[config.mk]
export PLATFORM = sky130hd
export DESIGN_NAME = mtc_unit
export DESIGN_NICKNAME = d
export VERILOG_FILES = /design/src/include/mtc_pkg.sv /design/src/core/mtc_unit.sv
export SDC_FILE = /design/constraint.sdc
export NUM_CORES = 1
export LEC_CHECK = 0
export BUFFER_PORTS_ARGS = -buffer_cell sky130_fd_sc_hd__buf_2
export CORE_UTILIZATION = 50
export DETAILED_ROUTE_END_ITERATION = 10
export PLACE_DENSITY = 0.77
export REMOVE_ABC_BUFFERS = 1
export SLEW_MARGIN = 20
export SYNTH_ARGS = -nofsm -noshare
export SYNTH_HDL_FRONTEND = slang
export SYNTH_SLANG_ARGS = --single-unit
[constraint.sdc]
create_clock -name core_clk -period 3.8 [get_ports core_clk]
set_input_delay 0.38 -clock core_clk [delete_from_list [all_inputs] [get_ports core_clk]]
set_output_delay 0.38 -clock core_clk [all_outputs]
set_load 0.02 [all_outputs]
[src/include/mtc_pkg.sv]
// constants for the machine trap csr unit: csr addresses, field positions,
// cause codes and vector modes. assumes a 12-bit csr address space.
package mtc_pkg;

    // csr addresses
    localparam logic [11:0] ADDR_STATUS  = 12'h300;
    localparam logic [11:0] ADDR_IE      = 12'h304;
    localparam logic [11:0] ADDR_TVEC    = 12'h305;
    localparam logic [11:0] ADDR_TVT     = 12'h307;
    localparam logic [11:0] ADDR_SCRATCH = 12'h340;
    localparam logic [11:0] ADDR_CAUSE   = 12'h342;
    localparam logic [11:0] ADDR_IP      = 12'h344;
    localparam logic [11:0] ADDR_NXTI    = 12'h345;
    localparam logic [11:0] ADDR_ISTAT   = 12'h346;

    // status fields
    localparam int ST_MIE      = 3;
    localparam int ST_MPIE     = 7;
    localparam int ST_MPP_LO   = 11;
    // enable / pending bit positions
    localparam int BIT_SW      = 3;
    localparam int BIT_TMR     = 7;
    localparam int BIT_EXT     = 11;
    // cause fields
    localparam int CA_IRQ      = 31;
    localparam int CA_HV       = 30;
    localparam int CA_MPP_LO   = 28;
    localparam int CA_MPIE     = 27;
    localparam int CA_PIL_LO   = 16;
    localparam int CODE_W      = 10;
    // level field of the interrupt status register, table and vector base low bits
    localparam int LVL_LO      = 24;
    localparam int TVT_LO      = 6;
    localparam int TVEC_LO     = 2;

    // cause codes
    localparam logic [9:0] IRQ_SW      = 10'h003;
    localparam logic [9:0] IRQ_TMR     = 10'h007;
    localparam logic [9:0] IRQ_EXT     = 10'h00B;
    localparam logic [9:0] IRQ_LCLSW   = 10'h00C;
    localparam logic [9:0] IRQ_LOCAL0  = 10'h010;
    localparam logic [9:0] EXC_IMIS    = 10'h000;
    localparam logic [9:0] EXC_IFLT    = 10'h001;
    localparam logic [9:0] EXC_ILL     = 10'h002;
    localparam logic [9:0] EXC_BRK     = 10'h003;
    localparam logic [9:0] EXC_LMIS    = 10'h004;
    localparam logic [9:0] EXC_LFLT    = 10'h005;
    localparam logic [9:0] EXC_SMIS    = 10'h006;
    localparam logic [9:0] EXC_SFLT    = 10'h007;
    localparam logic [9:0] EXC_ECALL   = 10'h00B;

    // vector modes
    typedef enum logic [1:0] {
        MTC_DIRECT   = 2'b00,
        MTC_VECTORED = 2'b01,
        MTC_LC_DIR   = 2'b10,
        MTC_LC_VEC   = 2'b11
    } mtc_mode_t;

    // vectoring sequence states
    typedef enum logic [1:0] {
        MTC_IDLE  = 2'b00,
        MTC_FETCH = 2'b01,
        MTC_JUMP  = 2'b10
    } mtc_state_t;

    localparam logic [1:0]  PRIV_M     = 2'h3;
    localparam logic [31:0] RESET_ZERO = 32'h0000_0000;

endpackage : mtc_pkg

[src/core/mtc_unit.sv]
// machine trap csr unit: status, enables, pendings, vector base and
// table, cause, next-interrupt, active level and scratch.
// assumes the pipeline issues one csr access or trap event per cycle and
// the local controller arbitrates its sources, presenting its winner.
// Behaviour
// - global enable bit 3 gates interrupt entry
// - legacy modes need global and cause enable
// - enables at bits 11, 7, 3
// - local modes read enables zero
// - pendings read-only at bits 11, 7, 3
// - local modes read pendings zero
// - previous fields mirrored into cause in local modes
// - mode 0 traps go to base
// - mode 1 interrupts to base plus 4x code
// - mode 2 traps go to base
// - mode 3 interrupts via table entry
// - table fetch sets vectoring flag, a successful jump clears it
// - legacy modes support three causes only
// - cause written on every trap
// - extended cause fields in local modes
// - interrupt cause code encoding
// - exception cause code encoding
// - table base bits 31:6, low zero
// - next-interrupt needs level above saved level
// - next-interrupt reads zero or entry address
// - next-interrupt write updates status, code, level
// - active level at bits 31:24
// - entry saves enable, level, privilege, pc
// - return restores privilege and enable, and level in local modes
// - ties go to largest interrupt number
`timescale 1ns/1ps

module mtc_unit #(
    parameter int XLEN = 32
) (
    // clock, reset, enable
    input  wire logic              core_clk,
    input  wire logic              rstn,
    input  wire logic              clk_en,
    // csr access from the pipeline
    input  wire logic              csr_req,
    input  wire logic [11:0]       csr_addr,
    input  wire logic [1:0]        csr_op,      // 1 write, 2 set, 3 clear, 0 read
    input  wire logic [XLEN-1:0]   csr_wdata,
    output logic      [XLEN-1:0]   csr_rdata,
    // trap events from the pipeline
    input  wire logic              exc_valid,
    input  wire logic [9:0]        exc_code,
    input  wire logic [XLEN-1:0]   trap_pc,
    input  wire logic              mret,
    input  wire logic [1:0]        cur_priv,
    // legacy interrupt sources
    input  wire logic              software_irq_pending,
    input  wire logic              timer_irq_pending,
    input  wire logic              external_irq_pending,
    // local controller winner: already enabled, highest level and id
    input  wire logic              lc_valid,
    input  wire logic [9:0]        lc_code,
    input  wire logic [7:0]        lc_level,
    // table fetch port
    output logic                   fetch_req,
    output logic      [XLEN-1:0]   fetch_addr,
    input  wire logic              fetch_done,
    input  wire logic              fetch_err,
    input  wire logic [XLEN-1:0]   fetch_data,
    // redirect to the pipeline
    output logic                   redirect,
    output logic      [XLEN-1:0]   redirect_pc,
    output logic      [1:0]        priv_out,
    output logic      [XLEN-1:0]   epc_out,
    output logic                   irq_taken
);

    // architectural state
    logic             global_irq_enable;
    logic             prev_irq_enable;
    logic [1:0]       prev_priv;
    logic             software_irq_enable;
    logic             timer_irq_enable;
    logic             external_irq_enable;
    logic [XLEN-1:0]  trap_vector_base;
    logic [XLEN-1:0]  vector_table_base;
    logic [XLEN-1:0]  trap_scratch;
    logic             cause_irq;
    logic             hw_vectoring_flag;
    logic [7:0]       previous_irq_level;
    logic [9:0]       cause_code;
    logic [7:0]       active_level;
    logic [XLEN-1:0]  epc;
    mtc_pkg::mtc_state_t state;

    // combinational views
    mtc_pkg::mtc_mode_t mode;
    logic             lc_mode;
    logic [XLEN-1:0]  status_view;
    logic [XLEN-1:0]  ie_view;
    logic [XLEN-1:0]  ip_view;
    logic [XLEN-1:0]  cause_view;
    logic [XLEN-1:0]  istat_view;
    logic [XLEN-1:0]  nxti_view;
    logic             nxti_hit;
    logic             irq_go;
    logic [9:0]       irq_code;
    logic             busy;
    logic             wr_any;
    logic [XLEN-1:0]  next_word;
    logic [XLEN-1:0]  cur_word;
    logic [XLEN-1:0]  base_addr;
    logic [XLEN-1:0]  entry_addr;

    // applies write, set or clear to an old value
    function automatic logic [XLEN-1:0] mtc_apply(input logic [1:0] op,
                                                 input logic [XLEN-1:0] old,
                                                 input logic [XLEN-1:0] val);
        case (op)
            2'h1:    return val;
            2'h2:    return old | val;
            2'h3:    return old & ~val;
            default: return old;
        endcase
    endfunction : mtc_apply

    // table entry address for a code, shared by dispatch and next-interrupt
    function automatic logic [XLEN-1:0] mtc_entry(input logic [XLEN-1:0] tbl,
                                                 input logic [9:0] code);
        return tbl + XLEN'({code, 2'b00});
    endfunction : mtc_entry

    assign mode    = mtc_pkg::mtc_mode_t'(trap_vector_base[1:0]);
    assign lc_mode = trap_vector_base[1];
    assign busy    = (state != mtc_pkg::MTC_IDLE);
    assign base_addr = {trap_vector_base[XLEN-1:mtc_pkg::TVEC_LO], 2'b00};

    // legacy arbitration, largest number first among enabled pendings
    always_comb
    begin
        irq_code = mtc_pkg::IRQ_SW;
        irq_go   = 1'b0;
        if (lc_mode)
        begin
            irq_go   = lc_valid && (lc_level > active_level);
            irq_code = lc_code;
        end
        else if (external_irq_pending && external_irq_enable)
        begin
            irq_go   = 1'b1;
            irq_code = mtc_pkg::IRQ_EXT;
        end
        else if (timer_irq_pending && timer_irq_enable)
        begin
            irq_go   = 1'b1;
            irq_code = mtc_pkg::IRQ_TMR;
        end
        else if (software_irq_pending && software_irq_enable)
        begin
            irq_go   = 1'b1;
            irq_code = mtc_pkg::IRQ_SW;
        end
        irq_go = irq_go && global_irq_enable && !busy && !exc_valid;
    end

    // register read views
    always_comb
    begin
        status_view = '0;
        status_view[mtc_pkg::ST_MIE]  = global_irq_enable;
        status_view[mtc_pkg::ST_MPIE] = prev_irq_enable;
        status_view[mtc_pkg::ST_MPP_LO+1:mtc_pkg::ST_MPP_LO] = prev_priv;
        ie_view = '0;
        ip_view = '0;
        if (!lc_mode)
        begin
            ie_view[mtc_pkg::BIT_SW]  = software_irq_enable;
            ie_view[mtc_pkg::BIT_TMR] = timer_irq_enable;
            ie_view[mtc_pkg::BIT_EXT] = external_irq_enable;
            ip_view[mtc_pkg::BIT_SW]  = software_irq_pending;
            ip_view[mtc_pkg::BIT_TMR] = timer_irq_pending;
            ip_view[mtc_pkg::BIT_EXT] = external_irq_pending;
        end
        cause_view = '0;
        cause_view[mtc_pkg::CA_IRQ] = cause_irq;
        cause_view[mtc_pkg::CODE_W-1:0] = cause_code;
        if (lc_mode)
        begin
            cause_view[mtc_pkg::CA_HV] = hw_vectoring_flag;
            cause_view[mtc_pkg::CA_MPP_LO+1:mtc_pkg::CA_MPP_LO] = prev_priv;
            cause_view[mtc_pkg::CA_MPIE] = prev_irq_enable;
            cause_view[mtc_pkg::CA_PIL_LO+7:mtc_pkg::CA_PIL_LO] = previous_irq_level;
        end
        istat_view = '0;
        istat_view[mtc_pkg::LVL_LO+7:mtc_pkg::LVL_LO] = active_level;
    end

    // next-interrupt: only a winner above the saved level qualifies
    assign nxti_hit  = lc_mode && lc_valid && (lc_level > previous_irq_level);
    assign nxti_view = nxti_hit ? mtc_entry(vector_table_base, lc_code) : '0;
    assign entry_addr = mtc_entry(vector_table_base, irq_code);

    // read mux
    always_comb
    begin
        case (csr_addr)
            mtc_pkg::ADDR_STATUS:  cur_word = status_view;
            mtc_pkg::ADDR_IE:      cur_word = ie_view;
            mtc_pkg::ADDR_TVEC:    cur_word = trap_vector_base;
            mtc_pkg::ADDR_TVT:     cur_word = vector_table_base;
            mtc_pkg::ADDR_SCRATCH: cur_word = trap_scratch;
            mtc_pkg::ADDR_CAUSE:   cur_word = cause_view;
            mtc_pkg::ADDR_IP:      cur_word = ip_view;
            mtc_pkg::ADDR_NXTI:    cur_word = nxti_view;
            mtc_pkg::ADDR_ISTAT:   cur_word = istat_view;
            default:               cur_word = '0;
        endcase
        wr_any    = csr_req && (csr_op != 2'h0);
        // next-interrupt writes modify the status word
        next_word = mtc_apply(csr_op,
                              (csr_addr == mtc_pkg::ADDR_NXTI) ? status_view : cur_word,
                              csr_wdata);
    end

    // read data register
    always_ff @(posedge core_clk or negedge rstn)
    begin
        if (!rstn)
            csr_rdata <= mtc_pkg::RESET_ZERO;
        else if (clk_en && csr_req)
            csr_rdata <= cur_word;
    end

    // simple software registers: enables, bases, scratch
    always_ff @(posedge core_clk or negedge rstn)
    begin
        if (!rstn)
        begin
            software_irq_enable <= 1'b0;
            timer_irq_enable    <= 1'b0;
            external_irq_enable <= 1'b0;
            trap_vector_base    <= mtc_pkg::RESET_ZERO;
            vector_table_base   <= mtc_pkg::RESET_ZERO;
            trap_scratch        <= mtc_pkg::RESET_ZERO;
        end
        else if (clk_en && wr_any)
        begin
            case (csr_addr)
                mtc_pkg::ADDR_IE:
                begin
                    // writes ignored while the register is hardwired
                    if (!lc_mode)
                    begin
                        software_irq_enable <= next_word[mtc_pkg::BIT_SW];
                        timer_irq_enable    <= next_word[mtc_pkg::BIT_TMR];
                        external_irq_enable <= next_word[mtc_pkg::BIT_EXT];
                    end
                end
                // alignment of the base is software's duty
                mtc_pkg::ADDR_TVEC:    trap_vector_base <= next_word;
                mtc_pkg::ADDR_TVT:
                    vector_table_base <= {next_word[XLEN-1:mtc_pkg::TVT_LO],
                                          (mtc_pkg::TVT_LO)'(0)};
                mtc_pkg::ADDR_SCRATCH: trap_scratch <= next_word;
                default: ;
            endcase
        end
    end

    // status, cause and level: traps win over software writes
    always_ff @(posedge core_clk or negedge rstn)
    begin
        if (!rstn)
        begin
            global_irq_enable  <= 1'b0;
            prev_irq_enable    <= 1'b0;
            prev_priv          <= mtc_pkg::PRIV_M;
            cause_irq          <= 1'b0;
            cause_code         <= '0;
            previous_irq_level <= '0;
            active_level       <= '0;
            priv_out           <= mtc_pkg::PRIV_M;
            epc_out            <= mtc_pkg::RESET_ZERO;
        end
        else if (clk_en)
        begin
            if (exc_valid || irq_go)
            begin
                prev_irq_enable    <= global_irq_enable;
                global_irq_enable  <= 1'b0;
                prev_priv          <= cur_priv;
                previous_irq_level <= active_level;
                epc_out            <= trap_pc;
                priv_out           <= mtc_pkg::PRIV_M;
                cause_irq          <= !exc_valid;
                cause_code         <= exc_valid ? exc_code : irq_code;
                if (!exc_valid && lc_mode)
                    active_level <= lc_level;
            end
            else if (mret)
            begin
                priv_out          <= prev_priv;
                global_irq_enable <= prev_irq_enable;
                prev_irq_enable   <= 1'b1;
                if (lc_mode)
                    active_level <= previous_irq_level;
            end
            else if (wr_any)
            begin
                case (csr_addr)
                    mtc_pkg::ADDR_STATUS:
                    begin
                        global_irq_enable <= next_word[mtc_pkg::ST_MIE];
                        prev_irq_enable   <= next_word[mtc_pkg::ST_MPIE];
                        prev_priv <= next_word[mtc_pkg::ST_MPP_LO+1:mtc_pkg::ST_MPP_LO];
                    end
                    mtc_pkg::ADDR_CAUSE:
                    begin
                        cause_irq  <= next_word[mtc_pkg::CA_IRQ];
                        cause_code <= next_word[mtc_pkg::CODE_W-1:0];
                        if (lc_mode)
                        begin
                            prev_priv <= next_word[mtc_pkg::CA_MPP_LO+1:mtc_pkg::CA_MPP_LO];
                            prev_irq_enable <= next_word[mtc_pkg::CA_MPIE];
                            previous_irq_level <=
                                next_word[mtc_pkg::CA_PIL_LO+7:mtc_pkg::CA_PIL_LO];
                        end
                    end
                    mtc_pkg::ADDR_NXTI:
                    begin
                        global_irq_enable <= next_word[mtc_pkg::ST_MIE];
                        prev_irq_enable   <= next_word[mtc_pkg::ST_MPIE];
                        if (nxti_hit)
                        begin
                            cause_code   <= lc_code;
                            active_level <= lc_level;
                        end
                    end
                    default: ;
                endcase
            end
        end
    end

    // dispatch and table fetch sequence
    always_ff @(posedge core_clk or negedge rstn)
    begin
        if (!rstn)
        begin
            state             <= mtc_pkg::MTC_IDLE;
            hw_vectoring_flag <= 1'b0;
            fetch_req         <= 1'b0;
            fetch_addr        <= mtc_pkg::RESET_ZERO;
            redirect          <= 1'b0;
            redirect_pc       <= mtc_pkg::RESET_ZERO;
            irq_taken         <= 1'b0;
        end
        else if (clk_en)
        begin
            redirect  <= 1'b0;
            irq_taken <= irq_go;
            case (state)
                mtc_pkg::MTC_IDLE:
                begin
                    if (exc_valid)
                    begin
                        redirect    <= 1'b1;
                        redirect_pc <= base_addr;
                    end
                    else if (irq_go)
                    begin
                        case (mode)
                            mtc_pkg::MTC_VECTORED:
                            begin
                                redirect    <= 1'b1;
                                redirect_pc <= base_addr + XLEN'({irq_code, 2'b00});
                            end
                            mtc_pkg::MTC_LC_VEC:
                            begin
                                hw_vectoring_flag <= 1'b1;
                                fetch_req         <= 1'b1;
                                fetch_addr        <= entry_addr;
                                state             <= mtc_pkg::MTC_FETCH;
                            end
                            default:
                            begin
                                redirect    <= 1'b1;
                                redirect_pc <= base_addr;
                            end
                        endcase
                    end
                    else if (mret)
                    begin
                        redirect    <= 1'b1;
                        redirect_pc <= epc_out;
                    end
                end
                mtc_pkg::MTC_FETCH:
                begin
                    if (fetch_done)
                    begin
                        fetch_req <= 1'b0;
                        // a failed fetch leaves the flag set for the handler
                        if (!fetch_err)
                        begin
                            redirect    <= 1'b1;
                            redirect_pc <= {fetch_data[XLEN-1:1], 1'b0};
                            state       <= mtc_pkg::MTC_JUMP;
                        end
                        else
                            state <= mtc_pkg::MTC_IDLE;
                    end
                end
                mtc_pkg::MTC_JUMP:
                begin
                    hw_vectoring_flag <= 1'b0;
                    state             <= mtc_pkg::MTC_IDLE;
                end
                default: state <= mtc_pkg::MTC_IDLE;
            endcase
        end
    end

endmodule : mtc_unit

==> reports/qor.csv <==
metric,value,unit
hpwl,40700,um
violations,DRC,
numCtsBuffers,30,
yosys_warnings,0,
drt_iter0_drc,1814,
dieArea,0.0321,sq mm
grt.total_usage,0.340,
area_growth,19.2,%
critPathRequiredTime,4.24,ns
finalPower,7530,uW
synth_edf_count,0,
netlist_instances,1765,
htree_num_levels,1,
cp-endpoint,redirect_pc[31]$_DFFE_PN0P_,
io_pins,285,
irDropWorstVdd,352,uV
fp.dieW,179,um
num_vias,15400,
layout-drive-gt1-share,0.244,
maxSlewViolCount,0,
antenna_left,0,
start_kind,flop,
ctsLongestPathBuffers,3,
routed_wl,55000,um
num_rows,64,
grt_pass1_vias,14600,
synth_top_area_share,0.405,
run_status,finished with violations,
cp-startpoint,external_irq_enable$_DFFE_PN0P_,
dp.cells,2381,
crit_type,flop to flop,
crit_fanout,14,
port_buffers,281,
antenna_found_initial,3,
synth_top_area_cell,dfrtp_1,
cts_sinks,258,
setup-tns-final,0,ns
r2r-start,external_irq_enable$_DFFE_PN0P_,
post_drt_wl_per_cell,22.6,um
setup_violations,0,
route.detailed.drc,20,
die_h,179,um
final.period_utilization,0.879,
syn-mean-instance-area,8.88,sq um
synthFlopType,dfrtp_1,
design_area,0.0187,sq mm
cts_tree,done,
dr.pass1.iters,11,
clk_pin_slew,0.06,ns
worst_clock_skew,0.0152,ns
fmax,299,MHz
start_util,0.510,
r2r_slack,0.46,ns
maxCapViolations,0,
end_kind,flop,
final_cells,2438,
ys_seq_elements,258,
ys_top_cells_by_area,"dfrtp_1 41%, nand2_1 6.9%, o21ai_0 5.1%",
hold_violations,0,
gp_congestion,0.977,
grt_overflow,0,
slew_headroom,0.382,
ys_seq_area_frac,0.412,
tightest_slew,0.921,ns
synth_cell_types,82,
crit_arrival,3.79,ns
grt_start_max_net_pins,91,
nNetsFinal,2211,
core-area,0.0307,sq mm
hp-class,primary input to flop,
clock_latency,0.57,ns
period_needed,3.34,ns
hp-start,trap_pc[12],
fin_util,0.608,
viasPerCell,6.33,
rsz0062_at_grt,false,
post_dp_cell_area,0.0177,sq mm
power.leakage,0.00838,uW
reg2reg_to,redirect_pc[31]$_DFFE_PN0P_,
root_buffer,clkbuf_16,
cts-resized-gates,0,
r2r_cells,14,
power.density,403,mW/mm^2
async_flop_share,1.00,
grt_pass1_wl,83200,um
syn_area,0.0157,sq mm
stage by stage:
stage,setup slack (ns),hold WS [ns]
3_5_place_dp,0.426,0.461
3_3_place_gp,0.363,0.448
6_report,0.459,0.0460
4_1_cts,0.492,0.0387
5_1_grt,0.118,0.0404
2_1_floorplan,-1.30,0.0844
cell usage in the layout (no fill, tap or decap), types with 13 or more instances in the layout:
cell / n
clkbuf_16: 31
o211ai_1: 26
dfrtp_1: 254
ha_1: 38
mux2_2: 59
nand2_1: 285
a22oi_1: 13
nand4_1: 14
nor3_1: 31
and3_1: 14
a211oi_1: 18
o21ai_0: 161
o21a_1: 13
buf_4: 57
and2_1: 14
nor2_1: 95
xnor2_1: 59
nand3_1: 29
a21boi_0: 13
a222oi_1: 17
a21oi_1: 73
mux2i_1: 37
nand2b_1: 14
inv_1: 56
xor2_1: 19
buf_2: 280
a21o_1: 17
a22o_1: 26
a31oi_1: 45
a221oi_1: 16
cell type report:
class / instances / area (sq um)
tap: 396 / 495
sequential: 258 / 6460
fill: 2675 / 12100
clock buffer: 39 / 866
multi-input combinational: 1326 / 8550
clock inverter: 15 / 101
inverter: 56 / 210
antenna: 2 / 5.00
timing repair buffer: 346 / 1990
worst max-delay path: stages, from the launching register on:
cell and delay [ns]:
dfrtp_1 0.38, nand2_1 0.10, nor3b_1 0.15, a21oi_1 0.18, inv_1 0.07, ha_1 0.36, o21ai_0 0.14, o21bai_1 0.31
o211ai_1 0.14, buf_4 0.21, a2111oi_0 0.44, buf_4 0.19, mux2i_1 0.18, o22ai_1 0.09, mux2_2 0.27
report_power, final:
group | total (uW) | switching (uW) | internal [uW]
clock network | 2820 | 1210 | 1600
registers | 3230 | 217 | 3010
logic | 1490 | 885 | 600
cell families after synthesis:
group | after synthesis | synth area share
AOI/OAI and AO/OA | 538 | 0.229
xor gates and xnor gates | 78 | 0.0436
and+or+nand+nor | 570 | 0.168
other | 1 | 0.000239
buffers and inverters | 182 | 0.0452
DFF | 258 | 0.412
adders and majority gates | 41 | 0.0342
muxes | 97 | 0.0670
how the worst min path moves through the flow:
stage	endpoint	slack (ns)	cells past startpoint
floorplan	active_level[0]$_DFFE_PN0P_	0.08	0
global placement	csr_rdata[23]$_DFFE_PN0P_	0.45	2
detailed placement	epc_out[26]$_DFFE_PN0P_	0.46	1
CTS	epc_out[14]$_DFFE_PN0P_	0.04	2
global route	epc_out[12]$_DFFE_PN0P_	0.04	2
finish	epc_out[12]$_DFFE_PN0P_	0.05	2
repair_timing:
action | in CTS | in global routing
hold buffers | 1 | 0
endpoints found under the hold margin | 86 | 0
setup endpoints to repair | 0 | 0
buffers inserted | 0 | 0
metal layers:
layer	part of all wire	vias up	global-route usage
li1	-	6914	-
met5	0.00024	-	0
met2	0.45	890	0.522
met4	0.047	2	0.156
met1	0.41	7474	0.467
met3	0.094	163	0.0568
Yosys cell counts, types with 7 or more instances:
library cell / n
nor2b_1: 9
nor4_1: 12
buf_1: 13
o221ai_1: 8
o31ai_1: 10
o211ai_1: 26
ha_1: 38
and3_1: 14
a21oi_1: 74
nand2b_1: 14
xnor2_1: 59
a21boi_0: 13
and4_1: 7
o21a_1: 13
nand3_1: 29
nor2_1: 95
a211oi_1: 18
nor3_1: 31
nand2_1: 287
dfrtp_1: 254
mux2i_1: 37
inv_1: 56
nand4_1: 14
buf_2: 9
and2_1: 14
or2_2: 11
a31oi_1: 46
a21o_1: 17
a22o_1: 26
a221oi_1: 16
o22ai_1: 12
xor2_1: 19
a222oi_1: 17
o21ai_0: 161
a22oi_1: 13
mux2_2: 59
clkbuf_1: 100
flip-flops by register name, indices dropped and copies added (netlist names), 2 cells and up:
signal / flops
csr_rdata: 32
epc_out: 32
redirect_pc: 32
trap_scratch: 32
trap_vector_base: 32
fetch_addr: 30
vector_table_base: 26
cause_code: 10
active_level: 8
previous_irq_level: 8
prev_priv: 2
priv_out: 2
state: 2
Power figures use the tool's default switching activity.
